File: config.mk
export PLATFORM = sky130hd
export DESIGN_NAME = nfc_host
export DESIGN_NICKNAME = d
export VERILOG_FILES = /design/src/nfc_pkg.sv /design/src/nfc_op_if.sv /design/src/nfc_pin_engine.sv /design/src/nfc_host.sv
export SDC_FILE = /design/constraint.sdc
export NUM_CORES = 1
export LEC_CHECK = 0
export BUFFER_PORTS_ARGS = -buffer_cell sky130_fd_sc_hd__buf_2
export CORE_MARGIN = 1.5
export CORE_UTILIZATION = 61
export DETAILED_ROUTE_END_ITERATION = 8
export PLACE_DENSITY = 0.95
export SLEW_MARGIN = 20
export SYNTH_ARGS = -nofsm -noshare
export SYNTH_HDL_FRONTEND = slang
export SYNTH_SLANG_ARGS = --single-unit
export TNS_END_PERCENT = 1
File: constraint.sdc
create_clock -name core_clk -period 6.4 [get_ports core_clk]
set_input_delay 1.28 -clock core_clk [delete_from_list [all_inputs] [get_ports core_clk]]
set_output_delay 1.28 -clock core_clk [all_outputs]
set_load 0.01 [all_outputs]
File: src/nfc_pkg.sv
// Package for the NAND host controller: command codes, address layout,
// page geometry and strobe timing counts.
// Assumes a 125 MHz core clock driving all controller logic.
package nfc_pkg;
  // Clock and timing
  localparam int CLK_MHZ          = 125;
  localparam int T_WP_NS          = 12;   // Input strobe low time
  localparam int T_WH_NS          = 10;   // Input strobe high time
  localparam int T_RP_NS          = 12;   // Output strobe low time
  localparam int T_REA_NS         = 20;   // Access time after output strobe falls
  localparam int T_WHR_NS         = 60;   // Input strobe high to output strobe low
  localparam int T_WB_NS          = 100;  // Input strobe high to busy
  localparam int T_WW_NS          = 100;  // Write protect high to input strobe low
  localparam int T_SETUP_NS       = 20;   // Chip select and latch setup
  localparam int T_TR_NS          = 25;   // Ready to strobe fall (tRR/tRW)
  // Cycle counts, least times rounded up; CYC_RP is the access time rounded up plus one
  localparam int CYC_WP   = (T_WP_NS   * CLK_MHZ + 999) / 1000;
  localparam int CYC_WH   = (T_WH_NS   * CLK_MHZ + 999) / 1000;
  localparam int CYC_RP   = (T_REA_NS  * CLK_MHZ + 999) / 1000 + 1;
  localparam int CYC_WHR  = (T_WHR_NS  * CLK_MHZ + 999) / 1000;
  localparam int CYC_WB   = (T_WB_NS   * CLK_MHZ + 999) / 1000;
  localparam int CYC_WW   = (T_WW_NS   * CLK_MHZ + 999) / 1000;
  localparam int CYC_SU   = (T_SETUP_NS * CLK_MHZ + 999) / 1000;
  localparam int CYC_TR   = (T_TR_NS   * CLK_MHZ + 999) / 1000;
  localparam int TCNT_W   = 5;
  // Address layout
  localparam int ADDR_CYCLES      = 5;
  localparam int COL_W            = 12;
  localparam int ROW_W            = 17;
  localparam int PAGE_W           = 6;
  localparam int BLOCK_W          = 11;
  localparam int PAGE_BYTES       = 2176;
  localparam int MAIN_BYTES       = 2048;
  localparam int SPARE_BYTES      = 128;
  localparam int PAGES_PER_BLOCK  = 64;
  localparam int LEN_W            = 12;
  // Command codes
  localparam logic [7:0] CMD_READ1     = 8'h00;
  localparam logic [7:0] CMD_READ2     = 8'h30;
  localparam logic [7:0] CMD_RCOL1     = 8'h05;
  localparam logic [7:0] CMD_RCOL2     = 8'he0;
  localparam logic [7:0] CMD_RCACHE    = 8'h31;
  localparam logic [7:0] CMD_RLAST     = 8'h3f;
  localparam logic [7:0] CMD_PROG1     = 8'h80;
  localparam logic [7:0] CMD_WCOL      = 8'h85;
  localparam logic [7:0] CMD_PROG2     = 8'h10;
  localparam logic [7:0] CMD_PCACHE    = 8'h15;
  localparam logic [7:0] CMD_PMULTI    = 8'h11;
  localparam logic [7:0] CMD_PROG1B    = 8'h81;
  localparam logic [7:0] CMD_RCOPY     = 8'h3a;
  localparam logic [7:0] CMD_PCOPY     = 8'h8c;
  localparam logic [7:0] CMD_ERASE1    = 8'h60;
  localparam logic [7:0] CMD_ERASE2    = 8'hd0;
  localparam logic [7:0] CMD_ID        = 8'h90;
  localparam logic [7:0] CMD_STATUS    = 8'h70;
  localparam logic [7:0] CMD_MSTATUS   = 8'h71;
  localparam logic [7:0] CMD_RESET     = 8'hff;
  // Status bit positions
  localparam int ST_READY_BIT     = 6;
  localparam int ST_FAIL_BIT      = 0;
  // Micro-operation kinds sent to the pin engine
  typedef enum logic [2:0] {
    NFC_OP_CMD  = 3'h0,
    NFC_OP_ADDR = 3'h1,
    NFC_OP_WR   = 3'h2,
    NFC_OP_RD   = 3'h3,
    NFC_OP_WAIT = 3'h4
  } nfc_op_t;
  // Sequences offered to the user
  typedef enum logic [2:0] {
    NFC_SEQ_READ   = 3'h0,  // 00, addr, 30, wait, read len
    NFC_SEQ_PROG   = 3'h1,  // 80, addr, write len, confirm, wait
    NFC_SEQ_ERASE  = 3'h2,  // 60, row, d0, wait
    NFC_SEQ_STATUS = 3'h3,  // 70 or 71, read one byte
    NFC_SEQ_RESET  = 3'h4,  // ff, wait
    NFC_SEQ_ID     = 3'h5,  // 90, one addr, read len
    NFC_SEQ_RCOL   = 3'h6,  // 05, col, e0, read len
    NFC_SEQ_RAW    = 3'h7   // one command cycle of any code
  } nfc_seq_t;
  // Pack the five address cycles
  function automatic logic [7:0] nfc_addr_byte(input logic [COL_W-1:0] col,
                                               input logic [ROW_W-1:0] row,
                                               input logic [2:0] idx);
    unique case (idx)
      3'd0:    nfc_addr_byte = col[7:0];
      3'd1:    nfc_addr_byte = {4'h0, col[11:8]};
      3'd2:    nfc_addr_byte = row[7:0];
      3'd3:    nfc_addr_byte = row[15:8];
      default: nfc_addr_byte = {7'h00, row[16]};
    endcase
  endfunction
endpackage

File: src/nfc_op_if.sv
// Interface between the sequencer and the pin engine.
// Assumes both ends run on the same core clock.
`timescale 1ns/100ps
interface nfc_op_if;
  import nfc_pkg::*;
  logic       valid;   // Micro-operation offered
  logic       ready;   // Engine takes it
  nfc_op_t    op;      // Kind of cycle
  logic [7:0] wdata;   // Byte for command, address or data-in
  logic       done;    // Pulse: micro-operation finished
  logic [7:0] rdata;   // Byte read, valid with done on a read
  modport seq (output valid, op, wdata, input ready, done, rdata);
  modport eng (input valid, op, wdata, output ready, done, rdata);
endinterface

File: src/nfc_pin_engine.sv
// Pin engine: turns one micro-operation into one strobe cycle, or one wait for ready, on the pins.
// Assumes the byte bus and ready/busy come from the pins, outside this domain.
`timescale 1ns/100ps
module nfc_pin_engine
  import nfc_pkg::*;
(
  // Clock and reset
  input  wire logic       core_clk,
  input  wire logic       rstn,
  // Operation port
  nfc_op_if.eng           opi,
  // Pins
  output logic            cmd_latch_q,
  output logic            addr_latch_q,
  output logic            in_strobe_n_q,
  output logic            output_strobe_n_q,
  output logic [7:0]      bus_out_q,
  output logic            bus_oe_n_q,
  input  wire logic [7:0] byte_bus_in,
  input  wire logic       ready_busy_n_in
);
  // -----------------------------------------------------------------
  // Input synchronisers
  // -----------------------------------------------------------------
  logic [7:0] bus_s1_q, bus_s2_q;   // Byte bus, two stages
  logic       rb_s1_q, rb_s2_q;     // Ready/busy, two stages

  // Two flops before any logic looks at the pins
  always_ff @(posedge core_clk or negedge rstn) begin
    if (!rstn) begin
      bus_s1_q <= 8'h00;
      bus_s2_q <= 8'h00;
      rb_s1_q  <= 1'b1;
      rb_s2_q  <= 1'b1;
    end else begin
      bus_s1_q <= byte_bus_in;
      bus_s2_q <= bus_s1_q;
      rb_s1_q  <= ready_busy_n_in;
      rb_s2_q  <= rb_s1_q;
    end
  end

  // -----------------------------------------------------------------
  // Cycle state machine
  // -----------------------------------------------------------------
  typedef enum logic [5:0] {
    NFC_E_IDLE  = 6'b000001,
    NFC_E_SETUP = 6'b000010,
    NFC_E_LOW   = 6'b000100,
    NFC_E_HIGH  = 6'b001000,
    NFC_E_WB    = 6'b010000,
    NFC_E_BUSY  = 6'b100000
  } nfc_eng_t;
  nfc_eng_t          st_q;      // Engine state
  nfc_op_t           op_q;      // Captured operation
  logic [TCNT_W-1:0] cnt_q;     // Phase timer
  logic              rd_op;     // Current op is a read

  assign opi.ready = (st_q == NFC_E_IDLE);
  assign rd_op     = (op_q == NFC_OP_RD);

  // Sequence one strobe cycle or one wait for ready
  always_ff @(posedge core_clk or negedge rstn) begin
    if (!rstn) begin
      st_q              <= NFC_E_IDLE;
      op_q              <= NFC_OP_CMD;
      cnt_q             <= '0;
      cmd_latch_q       <= 1'b0;
      addr_latch_q      <= 1'b0;
      in_strobe_n_q     <= 1'b1;
      output_strobe_n_q <= 1'b1;
      bus_out_q         <= 8'h00;
      bus_oe_n_q        <= 1'b1;
      opi.done          <= 1'b0;
      opi.rdata         <= 8'h00;
    end else begin
      opi.done <= 1'b0;
      unique case (st_q)
        NFC_E_IDLE: begin
          if (opi.valid) begin
            op_q         <= opi.op;
            // Latch lines set the cycle type with setup before the strobe
            cmd_latch_q  <= (opi.op == NFC_OP_CMD);
            addr_latch_q <= (opi.op == NFC_OP_ADDR);
            bus_out_q    <= opi.wdata;
            bus_oe_n_q   <= (opi.op == NFC_OP_RD) || (opi.op == NFC_OP_WAIT);
            // Every read waits the longer write-to-read gap
            cnt_q        <= TCNT_W'((opi.op == NFC_OP_RD) ? CYC_WHR : CYC_SU);
            st_q         <= (opi.op == NFC_OP_WAIT) ? NFC_E_WB : NFC_E_SETUP;
            if (opi.op == NFC_OP_WAIT)
              cnt_q <= TCNT_W'(CYC_WB);
          end
        end
        NFC_E_SETUP: begin
          if (cnt_q != '0) begin
            cnt_q <= cnt_q - 1'b1;
          end else begin
            // Only one strobe toggles per cycle, the other stays high
            if (rd_op) output_strobe_n_q <= 1'b0;
            else      in_strobe_n_q     <= 1'b0;
            cnt_q <= TCNT_W'(rd_op ? CYC_RP : CYC_WP);
            st_q  <= NFC_E_LOW;
          end
        end
        NFC_E_LOW: begin
          if (cnt_q != '0) begin
            cnt_q <= cnt_q - 1'b1;
          end else begin
            // Device latches on the rising input strobe
            in_strobe_n_q     <= 1'b1;
            output_strobe_n_q <= 1'b1;
            // Sample data held past the access time
            if (rd_op) opi.rdata <= bus_s2_q;
            cnt_q <= TCNT_W'(CYC_WH);
            st_q  <= NFC_E_HIGH;
          end
        end
        NFC_E_HIGH: begin
          if (cnt_q != '0) begin
            cnt_q <= cnt_q - 1'b1;
          end else begin
            cmd_latch_q  <= 1'b0;
            addr_latch_q <= 1'b0;
            opi.done     <= 1'b1;
            st_q         <= NFC_E_IDLE;
          end
        end
        NFC_E_WB: begin
          // Give the device time to pull busy low after a confirm or a reset code
          if (cnt_q != '0) cnt_q <= cnt_q - 1'b1;
          else begin
            cnt_q <= TCNT_W'(CYC_TR);
            st_q  <= NFC_E_BUSY;
          end
        end
        NFC_E_BUSY: begin
          // Strobes stay high until ready/busy is released
          if (!rb_s2_q) cnt_q <= TCNT_W'(CYC_TR);
          else if (cnt_q != '0) cnt_q <= cnt_q - 1'b1;
          else begin
            opi.done <= 1'b1;
            st_q     <= NFC_E_IDLE;
          end
        end
        default: st_q <= NFC_E_IDLE;
      endcase
    end
  end
endmodule // nfc_pin_engine

File: src/nfc_host.sv
// Host controller for a page-organised NAND flash: builds command, address
// and data cycles for each user sequence and drives the device pins.
// Assumes a single 125 MHz clock; device pins are asynchronous to it and the
// board pulls the open-drain ready/busy line up.
`timescale 1ns/100ps
module nfc_host
  import nfc_pkg::*;
(
  // Clock and reset
  input  wire logic                core_clk,
  input  wire logic                rstn,
  // User request
  input  wire logic                req_valid,
  output logic                     req_ready_q,
  input  wire nfc_seq_t            req_seq,
  input  wire logic [7:0]          req_cmd1,      // First code (80/81/8C/00/70/71/raw)
  input  wire logic [7:0]          req_cmd2,      // Confirm code (10/15/11/30/31/3F/3A)
  input  wire logic [COL_W-1:0]    req_col,
  input  wire logic [BLOCK_W-1:0]  req_block,
  input  wire logic [PAGE_W-1:0]   req_page,
  input  wire logic [LEN_W-1:0]    req_len,       // Bytes minus one
  input  wire logic                req_write_en,  // Lifts write protect for program/erase
  // Write data stream
  input  wire logic [7:0]          wr_data,
  output logic                     wr_take_q,     // Pulse: wr_data consumed
  // Read data stream
  output logic [7:0]               rd_data_q,
  output logic                     rd_valid_q,    // Pulse per byte
  output logic                     seq_done_q,    // Pulse at sequence end
  output logic                     protect_err_q, // Pulse: program/erase refused
  // Device pins
  output logic                     chip_sel_n_q,
  output logic                     cmd_latch,
  output logic                     addr_latch,
  output logic                     in_strobe_n,
  output logic                     output_strobe_n,
  output logic                     write_prot_n_q,
  output logic [7:0]               byte_bus_out,
  output logic                     byte_bus_oe_n,
  input  wire logic [7:0]          byte_bus_in,
  input  wire logic                ready_busy_n
);
  // -----------------------------------------------------------------
  // Pin engine
  // -----------------------------------------------------------------
  nfc_op_if opi ();

  nfc_pin_engine u_eng (
    .core_clk          (core_clk),
    .rstn              (rstn),
    .opi               (opi),
    .cmd_latch_q       (cmd_latch),
    .addr_latch_q      (addr_latch),
    .in_strobe_n_q     (in_strobe_n),
    .output_strobe_n_q (output_strobe_n),
    .bus_out_q         (byte_bus_out),
    .bus_oe_n_q        (byte_bus_oe_n),
    .byte_bus_in       (byte_bus_in),
    .ready_busy_n_in   (ready_busy_n)
  );

  // -----------------------------------------------------------------
  // Sequencer
  // -----------------------------------------------------------------
  typedef enum logic [7:0] {
    NFC_S_IDLE  = 8'b00000001,
    NFC_S_WW    = 8'b00000010,
    NFC_S_CMD1  = 8'b00000100,
    NFC_S_ADDR  = 8'b00001000,
    NFC_S_DATA  = 8'b00010000,
    NFC_S_CMD2  = 8'b00100000,
    NFC_S_WAIT  = 8'b01000000,
    NFC_S_READ  = 8'b10000000
  } nfc_st_t;
  nfc_st_t           st_q;        // Sequence state
  nfc_seq_t          seq_q;       // Captured request
  logic [7:0]        cmd1_q;      // First command code
  logic [7:0]        cmd2_q;      // Confirm code
  logic [COL_W-1:0]  col_q;       // Column address
  logic [ROW_W-1:0]  row_q;       // Row address
  logic [LEN_W-1:0]  len_q;       // Bytes left minus one
  logic [2:0]        aidx_q;      // Address cycle index
  logic [2:0]        alast_q;     // Last address cycle index
  logic [2:0]        afirst_q;    // First address cycle index
  logic              issued_q;    // Current op handed to engine
  logic [TCNT_W-1:0] ww_q;        // Write-protect release timer

  // Whether a sequence changes the array
  function automatic logic nfc_is_write(input nfc_seq_t s);
    nfc_is_write = (s == NFC_SEQ_PROG) || (s == NFC_SEQ_ERASE);
  endfunction

  // Engine request for the current state
  always_comb begin
    opi.valid = 1'b0;
    opi.op    = NFC_OP_CMD;
    opi.wdata = 8'h00;
    unique case (st_q)
      NFC_S_CMD1: begin
        opi.valid = !issued_q;
        opi.wdata = cmd1_q;
      end
      NFC_S_ADDR: begin
        // Column bytes, then page and block in the row
        opi.valid = !issued_q;
        opi.op    = NFC_OP_ADDR;
        opi.wdata = (seq_q == NFC_SEQ_ID) ? 8'h00 : nfc_addr_byte(col_q, row_q, aidx_q);
      end
      NFC_S_DATA: begin
        opi.valid = !issued_q;
        opi.op    = NFC_OP_WR;
        opi.wdata = wr_data;
      end
      NFC_S_CMD2: begin
        opi.valid = !issued_q;
        opi.wdata = cmd2_q;
      end
      NFC_S_WAIT: begin
        opi.valid = !issued_q;
        opi.op    = NFC_OP_WAIT;
      end
      NFC_S_READ: begin
        // Each output strobe fall moves the device column by one
        opi.valid = !issued_q;
        opi.op    = NFC_OP_RD;
      end
      default: opi.valid = 1'b0;
    endcase
  end

  // Step through the cycles of a sequence
  always_ff @(posedge core_clk or negedge rstn) begin
    if (!rstn) begin
      st_q      <= NFC_S_IDLE;
      seq_q     <= NFC_SEQ_RESET;
      cmd1_q    <= CMD_RESET;
      cmd2_q    <= CMD_READ2;
      col_q     <= '0;
      row_q     <= '0;
      len_q     <= '0;
      aidx_q    <= 3'h0;
      alast_q   <= 3'h0;
      afirst_q  <= 3'h0;
      issued_q  <= 1'b0;
      ww_q      <= '0;
      wr_take_q <= 1'b0;
      rd_valid_q    <= 1'b0;
      rd_data_q     <= 8'h00;
      seq_done_q    <= 1'b0;
      protect_err_q <= 1'b0;
    end else begin
      wr_take_q     <= 1'b0;
      rd_valid_q    <= 1'b0;
      seq_done_q    <= 1'b0;
      protect_err_q <= 1'b0;
      if (opi.valid && opi.ready) issued_q <= 1'b1;
      if (opi.done) issued_q <= 1'b0;
      unique case (st_q)
        NFC_S_IDLE: begin
          if (req_valid) begin
            seq_q  <= req_seq;
            col_q  <= req_col;
            row_q  <= {req_block, req_page};
            len_q  <= req_len;
            cmd2_q <= req_cmd2;
            ww_q   <= TCNT_W'(CYC_WW);
            // Fixed opening codes for erase, reset, ID and column read; others take req_cmd1
            unique case (req_seq)
              NFC_SEQ_READ:  cmd1_q <= req_cmd1;
              NFC_SEQ_PROG:  cmd1_q <= req_cmd1;
              NFC_SEQ_ERASE: cmd1_q <= CMD_ERASE1;
              NFC_SEQ_RESET: cmd1_q <= CMD_RESET;
              NFC_SEQ_ID:    cmd1_q <= CMD_ID;
              NFC_SEQ_RCOL:  cmd1_q <= CMD_RCOL1;
              default:       cmd1_q <= req_cmd1;
            endcase
            if (req_seq == NFC_SEQ_ERASE) cmd2_q <= CMD_ERASE2;
            if (req_seq == NFC_SEQ_RCOL)  cmd2_q <= CMD_RCOL2;
            // Erase sends only the three row cycles
            afirst_q <= (req_seq == NFC_SEQ_ERASE) ? 3'd2 : 3'd0;
            aidx_q   <= (req_seq == NFC_SEQ_ERASE) ? 3'd2 : 3'd0;
            alast_q  <= (req_seq == NFC_SEQ_RCOL) ? 3'd1 :
                        (req_seq == NFC_SEQ_ID) ? 3'd0 : 3'(ADDR_CYCLES - 1);
            // Program and erase refused unless write enabled
            if (nfc_is_write(req_seq) && !req_write_en) protect_err_q <= 1'b1;
            else st_q <= nfc_is_write(req_seq) ? NFC_S_WW : NFC_S_CMD1;
          end
        end
        NFC_S_WW: begin
          // Write protect must be high a while before the first strobe
          if (ww_q != '0) ww_q <= ww_q - 1'b1;
          else st_q <= NFC_S_CMD1;
        end
        NFC_S_CMD1: begin
          if (opi.done) begin
            unique case (seq_q)
              NFC_SEQ_RESET:  st_q <= NFC_S_WAIT;
              NFC_SEQ_STATUS: st_q <= NFC_S_READ;
              NFC_SEQ_RAW: begin
                seq_done_q <= 1'b1;
                st_q       <= NFC_S_IDLE;
              end
              default:        st_q <= NFC_S_ADDR;
            endcase
            len_q <= (seq_q == NFC_SEQ_STATUS) ? '0 : len_q;
          end
        end
        NFC_S_ADDR: begin
          if (opi.done) begin
            aidx_q <= aidx_q + 3'd1;
            if (aidx_q == alast_q) begin
              unique case (seq_q)
                NFC_SEQ_PROG: st_q <= NFC_S_DATA;
                NFC_SEQ_ID:   st_q <= NFC_S_READ;
                default:      st_q <= NFC_S_CMD2;
              endcase
            end
          end
        end
        NFC_S_DATA: begin
          if (opi.done) begin
            wr_take_q <= 1'b1;
            len_q     <= len_q - 1'b1;
            if (len_q == '0) st_q <= NFC_S_CMD2;
          end
        end
        NFC_S_CMD2: begin
          // Confirm starts the array operation; for a column read, e0 goes straight to reading
          if (opi.done) st_q <= (seq_q == NFC_SEQ_RCOL) ? NFC_S_READ : NFC_S_WAIT;
        end
        NFC_S_WAIT: begin
          // Chip select held low through busy; device ignores it anyway
          if (opi.done) begin
            if (seq_q == NFC_SEQ_READ) st_q <= NFC_S_READ;
            else begin
              seq_done_q <= 1'b1;
              st_q       <= NFC_S_IDLE;
            end
          end
        end
        NFC_S_READ: begin
          if (opi.done) begin
            rd_data_q  <= opi.rdata;
            rd_valid_q <= 1'b1;
            len_q      <= len_q - 1'b1;
            if (len_q == '0) begin
              seq_done_q <= 1'b1;
              st_q       <= NFC_S_IDLE;
            end
          end
        end
        default: st_q <= NFC_S_IDLE;
      endcase
    end
  end

  // -----------------------------------------------------------------
  // Chip select, write protect, request ready
  // -----------------------------------------------------------------
  // Deselect when idle so the ready device drops to standby
  always_ff @(posedge core_clk or negedge rstn) begin
    if (!rstn) begin
      chip_sel_n_q   <= 1'b1;
      write_prot_n_q <= 1'b0;
      req_ready_q    <= 1'b0;
    end else begin
      chip_sel_n_q   <= (st_q == NFC_S_IDLE) && !req_valid;
      write_prot_n_q <= (st_q != NFC_S_IDLE) && nfc_is_write(seq_q);
      req_ready_q    <= (st_q == NFC_S_IDLE) && !req_valid;
    end
  end
endmodule // nfc_host

==> run metrics, run 1 <==
TritonCTS clock tree=done; global-route wire length before repair=29,600 µm; XOR/XNOR share of the synthesized area=1.47%; sequential area share after synthesis=52.1%; largest net degree at the start of global routing=94; clock sink total=148; post-synthesis mux area share=10.0%; Setup crit start kind=register; area growth from synthesis to layout=15.8%; post-route clock skew=9.24 ps; total number of vias=5,933; GR Util All Layers=30.2%; Synth Area in Simple Gates=14.8%; final worst-path cycle share=53.6%; RSZ-0062 raised after global routing=no; min Tclk post-route=3430 ps; Sequential cell area=3730 µm²; Compound-Gate Fraction of Synth Area=16.0%; post-synthesis adder-cell area fraction=1.75%; Yosys reg bits=148; nature of the critical path endpoint=register; total gr overflow=0; final setup margin=2970 ps; Initial Utilization=62.7%; final-layout fill cell count=727; via/cell ratio=6.60; CP max FO=16; Max Slew Vio Count=0; combinational cell fraction of total power=35.7%; Reg2Reg Setup Slack=2970 ps; DRC viols=0; Fmax=292 MHz; nets=834; Power Dens Cells=453 nW/µm²; CTS max path bufs=2; largest family of logic cells by synthesized area=compound AO/OA/AOI/OAI gates; Int Power=2.35 mW; clock power share=25.0%; CTS buffer count=17; crit path launch=st_q[7]$_DFFE_PN0P_; hpwl dp=12,500 µm; I/O pin count=109; EDFF count, synth=0; depth of the most critical reg-to-reg path=5; DR iter-0 viols=667; Wirelength per Cell=20.3 µm; # rows=39; critical path arrival=3740 ps; setup TNS=0 ps; synthesized area=7160 µm²; die area=12,400 µm²; total wire length=18,200 µm; area of the multi-input gates=3160 µm²; Final Cell Area=8290 µm²; critical path data required time=6710 ps; switching part of the total=37.3%; outcome=finished, final reports clean; Net Switching=1.40 mW; sequential power share=39.3%; CTS HTree Levels=4; number of global-route vias before repair=5,947; syn_area_per_cell=11.0 µm²; n_diodes=0; antenna-violating nets left=0; input/output buffers=108; Setup-failing EPs final=0; prevailing post-synth register cell=dfrtp_1; Hold Buf Count CTS=0; dpl ws=3110 ps; clock slew at reported path FFs=60 ps; Worst slew margin=27.0%; synth unique cells=69; Core ar.=11,400 µm²; layout cell share with drive strength beyond 1=31.3%; Setup crit end=len_q[1]$_DFFE_PN0P_; Syn Inst Count=651; first-pass iteration count of the detailed router=6; placed cell areas=7740 µm²; Syn Nets=742; antenna violations before repair=0; crit path kind=register to register; worst-margin pin slew=1090 ps; # Max-Cap Violations=0; die width=111 µm; postcts setup bufs=0; LEAKAGE=3.82 nW; R2R Path Start=st_q[7]$_DFFE_PN0P_; maximum vdd ir drop=0.000384 V; Chip Height=111 µm; synth warn=0; GPL Wtd Cong=0.960; clk_lat worst skew=430 ps; Synth async-reset ratio=100%; Reg-to-Reg End=len_q[1]$_DFFE_PN0P_; CTS root buffer=clkbuf_16; Final Hold Violating Endpoints=0; worst hold path type=register to register; Post-CTS Resized=0
## routing by layer
metal	GRT usage, %	wire (µm)	up-vias
li1	-	-	2622
met1	37.3	7090	2872
met2	49.8	8960	363
met3	8.98	1570	76
met4	13.2	626	0
met5	0	0	-
## cells in the mapped netlist, types with 3 or more instances
cell type / n / area (µm²)
nor3_1: 9 / 45.0
a222oi_1: 16 / 160
nor2b_1: 8 / 50.1
a2111oi_0: 4 / 35.0
nand4b_1: 8 / 70.1
mux2i_1: 3 / 30.0
nor4_1: 11 / 68.8
nor4b_1: 4 / 35.0
ha_1: 10 / 125
o21ai_0: 39 / 195
o31ai_1: 3 / 22.5
nand2_1: 53 / 199
a21oi_1: 31 / 155
o22ai_1: 10 / 62.6
clkbuf_1: 24 / 90.1
dfstp_2: 19 / 499
inv_1: 26 / 97.6
buf_2: 10 / 50.1
mux2_2: 60 / 676
a31oi_1: 15 / 93.8
and3_1: 5 / 31.3
dfrtp_1: 129 / 3230
a22o_1: 10 / 87.6
and4_1: 4 / 35.0
nand3_1: 8 / 40.0
nor2_1: 34 / 128
o211ai_1: 4 / 30.0
o22a_1: 5 / 43.8
nor4b_2: 3 / 45.0
nand3b_1: 5 / 37.5
and2_1: 4 / 25.0
nand2b_1: 6 / 37.5
xor2_1: 8 / 70.1
xnor2_1: 4 / 35.0
a22oi_1: 7 / 52.6
o32a_1: 3 / 30.0
## worst max-delay path, cell delays in order, from the launching register on
cell      delay (ps)
dfrtp_1          520
nor4_4           540
nand4b_1         630
a31oi_1          910
or3_4            360
mux2_2           350
## power groups by stage
stage          clock [mW]  sequential, mW  combinational [mW]
3_3_place_gp            0            1.45                1.21
6_report            0.937            1.48                1.34
5_1_grt             0.988            1.50                1.46
4_1_cts             0.944            1.47                1.32
3_5_place_dp            0            1.48                1.29
2_1_floorplan           0            1.39                1.06
## kinds of logic (layout without fill, tap and decap cells)
kind of cell / count (synthesis) / after routing
adders and majority gates: 10 / 10
and+or+nand+nor: 184 / 184
AOI/OAI and AO/OA: 168 / 168
buffers and inverters: 65 / 170
DFF: 148 / 148
muxes: 64 / 64
xor gates and xnor gates: 12 / 12
## layout make-up
type                    instances  share of cell area, %
flip-flops and latches        148                   45.0
multi-input cells             438                   38.1
repair buffers                111                   6.87
clock buffers                  18                   5.30
well taps                     143                   2.16
clock inverters                14                   1.39
inverters                      27                   1.22
## worst min-delay path by stage
stage	cells after the start	slack (ps)	startpoint	endpoint
2_1_floorplan	0	330	u_eng.bus_s1_q[0]$_DFF_PN0_	u_eng.bus_s2_q[0]$_DFF_PN0_
3_3_place_gp	0	330	u_eng.bus_s1_q[3]$_DFF_PN0_	u_eng.bus_s2_q[3]$_DFF_PN0_
3_5_place_dp	0	330	u_eng.bus_s1_q[4]$_DFF_PN0_	u_eng.bus_s2_q[4]$_DFF_PN0_
4_1_cts	0	340	u_eng.bus_s1_q[4]$_DFF_PN0_	u_eng.bus_s2_q[4]$_DFF_PN0_
5_1_grt	0	350	u_eng.bus_s1_q[4]$_DFF_PN0_	u_eng.bus_s2_q[4]$_DFF_PN0_
6_report	0	340	u_eng.bus_s1_q[5]$_DFF_PN0_	u_eng.bus_s2_q[5]$_DFF_PN0_
## stage by stage
stage               cells  util [%]  hold WS [ps]  power, mW
CTS                   899      72.6           343       3.73
global placement      867      67.8           334       2.66
floorplan             651         -           331       2.44
detailed placement    867      67.8           335       2.77
finish                899      72.6           341       3.75
global route          899      72.6           354       3.95
## layout by cell type (no fill, tap or decap), drive strengths merged, types with 5 or more instances in the layout
master / count
inv: 35
nor2: 34
o22a: 5
nand3b: 5
nand3: 8
a222oi: 16
xor2: 8
buf: 111
a21oi: 31
nor4: 15
nor3: 9
and2: 6
ha: 10
nor2b: 8
o21ai: 39
nand2: 53
mux2: 61
clkbuf: 18
a22oi: 7
nor4b: 7
dfstp: 19
nand2b: 6
o22ai: 10
clkinv: 5
nand4b: 8
and3: 5
a22o: 10
a31oi: 15
dfrtp: 129
## registers in the layout (all words and copies together), names as in the netlist, 2 cells and up
name,flops
aidx_q,3
alast_q,2
cmd1_q,8
cmd2_q,8
col_q,12
len_q,12
rd_data_q,8
row_q,17
seq_q,3
st_q,8
u_eng.bus_out_q,8
u_eng.bus_s1_q,8
u_eng.bus_s2_q,8
u_eng.cnt_q,5
u_eng.op_q,3
u_eng.opi.rdata,8
u_eng.st_q,6
ww_q,5
(Power assumes the default switching activity.)
==> run 2, diff against run 1 <==
- CORE_UTILIZATION: 61 -> 57
- PLACE_DENSITY: 0.95 -> 0.91
- clock period: 6.4 -> 3.3 ns (I/O delays scaled with it)
==> run 2 against run 1 <==
- combinational power rose by 96%
- total power rose by 96%
- largest power group unchanged
- first-iteration DRC count shrank 2.7%
- setup slack worse by 2500 ps
- clock skew grew 3.7 ps
- sequential cell count stayed put
- global-route usage decreased by 0.98 points
- highest routed layer unchanged
- register-to-register slack got worse by 2500 ps
- critical endpoint is now u_eng.cnt_q[2]$_DFFE_PN0P_
- cell count increased by 3.9%
- sequential share of layout area decreased by 0.72 points
==> run metrics, run 2 (synthesized netlist as in run 1, its figures left out) <==
clock slew at reported path FFs=70 ps; max reg flops=17; setup TNS=0 ps; die area=13,200 µm²; GPL Wtd Cong=0.928; final core occ=69.6%; antenna violations before repair=0; Chip Height=115 µm; via/cell ratio=6.28; commonest non-fill, non-tap cell in the layout=dfrtp_1; biggest regs=row_q: 17 flops, col_q: 12 flops, len_q: 12 flops; Post-CTS Resized=0; GR Util All Layers=29.2%; global-route wire length before repair=29,800 µm; die width=115 µm; maximum vdd ir drop=0.000529 V; worst hold path type=input port to asynchronous set/reset pin; Setup-failing EPs final=0; nature of the critical path endpoint=register; total wire length=18,100 µm; RSZ-0062 raised after global routing=no; Reg-to-Reg End=u_eng.cnt_q[2]$_DFFE_PN0P_; nets=844; worst-margin pin slew=999 ps; Wirelength per Cell=19.4 µm; antenna-violating nets left=0; crit path kind=register to register; TritonCTS clock tree=done; total gr overflow=0; area of the multi-input gates=3160 µm²; outcome=finished, final reports clean; hpwl dp=12,500 µm; critical path arrival=3100 ps; post-route clock skew=12.9 ps; number of global-route vias before repair=5,848; largest net degree at the start of global routing=86; n_diodes=0; final worst-path cycle share=85.8%; Worst slew margin=32.8%; CP max FO=8; first-pass iteration count of the detailed router=7; largest reg by FF count=row_q; crit path launch=u_eng.cnt_q[0]$_DFFE_PN0P_; postcts setup bufs=0; Sequential cell area=3730 µm²; critical path data required time=3570 ps; LEAKAGE=3.88 nW; Reg2Reg Setup Slack=470 ps; # rows=40; CTS HTree Levels=4; Power Dens Cells=874 nW/µm²; CTS max path bufs=2; total number of vias=5,870; Initial Utilization=59.1%; Core ar.=12,100 µm²; final-layout fill cell count=871; clock sink total=148; R2R Path Start=u_eng.cnt_q[0]$_DFFE_PN0P_; DRC viols=0; # Max-Cap Violations=0; CTS buffer count=17; input/output buffers=108; commonest non-fill, non-tap cells in the layout=dfrtp_1, buf_2, mux2_2; DR iter-0 viols=649; layout cell share with drive strength beyond 1=32.2%; Setup crit start kind=register; Final Hold Violating Endpoints=0; depth of the most critical reg-to-reg path=8; area growth from synthesis to layout=17.7%; CTS root buffer=clkbuf_16; clk_lat worst skew=430 ps; Hold Buf Count CTS=0; Max Slew Vio Count=0; I/O pin count=109; Fmax=353 MHz; min Tclk post-route=2830 ps
## run 2: cell type report
cell class	count	share of cell area [%]
clock buffers	20	5.54
clock inverters	12	1.38
inverters	27	1.20
multi-input cells	438	37.5
flip-flops and latches	148	44.2
well taps	168	2.49
repair buffers	121	7.65
## run 2: where the power goes
| part | total, mW | switching, mW | internal, mW |
|---|---|---|---|
| registers | 2.85 | 0.445 | 2.41 |
| logic | 2.62 | 1.43 | 1.19 |
| clock network | 1.88 | 0.776 | 1.11 |
## run 2: how the worst max path moves through the flow
| stage | endpoint | slack (ps) |
|---|---|---|
| floorplan | st_q[2]$_DFFE_PN0P_ | 810 |
| global placement | len_q[1]$_DFFE_PN0P_ | 750 |
| detailed placement | len_q[6]$_DFFE_PN0P_ | 660 |
| CTS | u_eng.cnt_q[0]$_DFFE_PN0P_ | 560 |
| global route | u_eng.cnt_q[0]$_DFFE_PN0P_ | 390 |
| finish | u_eng.cnt_q[2]$_DFFE_PN0P_ | 470 |
## run 2: through the flow
step                      hold slack (ps)  std cells  power [mW]  cell area [µm²]  setup slack (ps)
after floorplan                       331        651        4.74             7160               808
after global placement                333        902        5.22             7840               748
after detailed placement              335        902        5.41             7840               663
after CTS                             310        934        7.34             8430               560
after global routing                  323        934        7.79             8430               388
final                                 282        934        7.36             8430               467
## run 2: worst max-delay path: stages, from the launching register on
cell,delay (ps)
dfrtp_1,380
inv_1,110
ha_1,240
nor4b_2,630
clkinv_1,470
a31oi_1,250
o22ai_1,110
o21ai_0,260
o311ai_0,220
## run 2: layer usage
metal	track usage (%)	vias up	wire length (µm)
met2	49.2	331	9170
met1	36.0	2862	7020
met4	11.8	0	528
met3	7.80	52	1420
li1	-	2625	-
met5	0	-	0
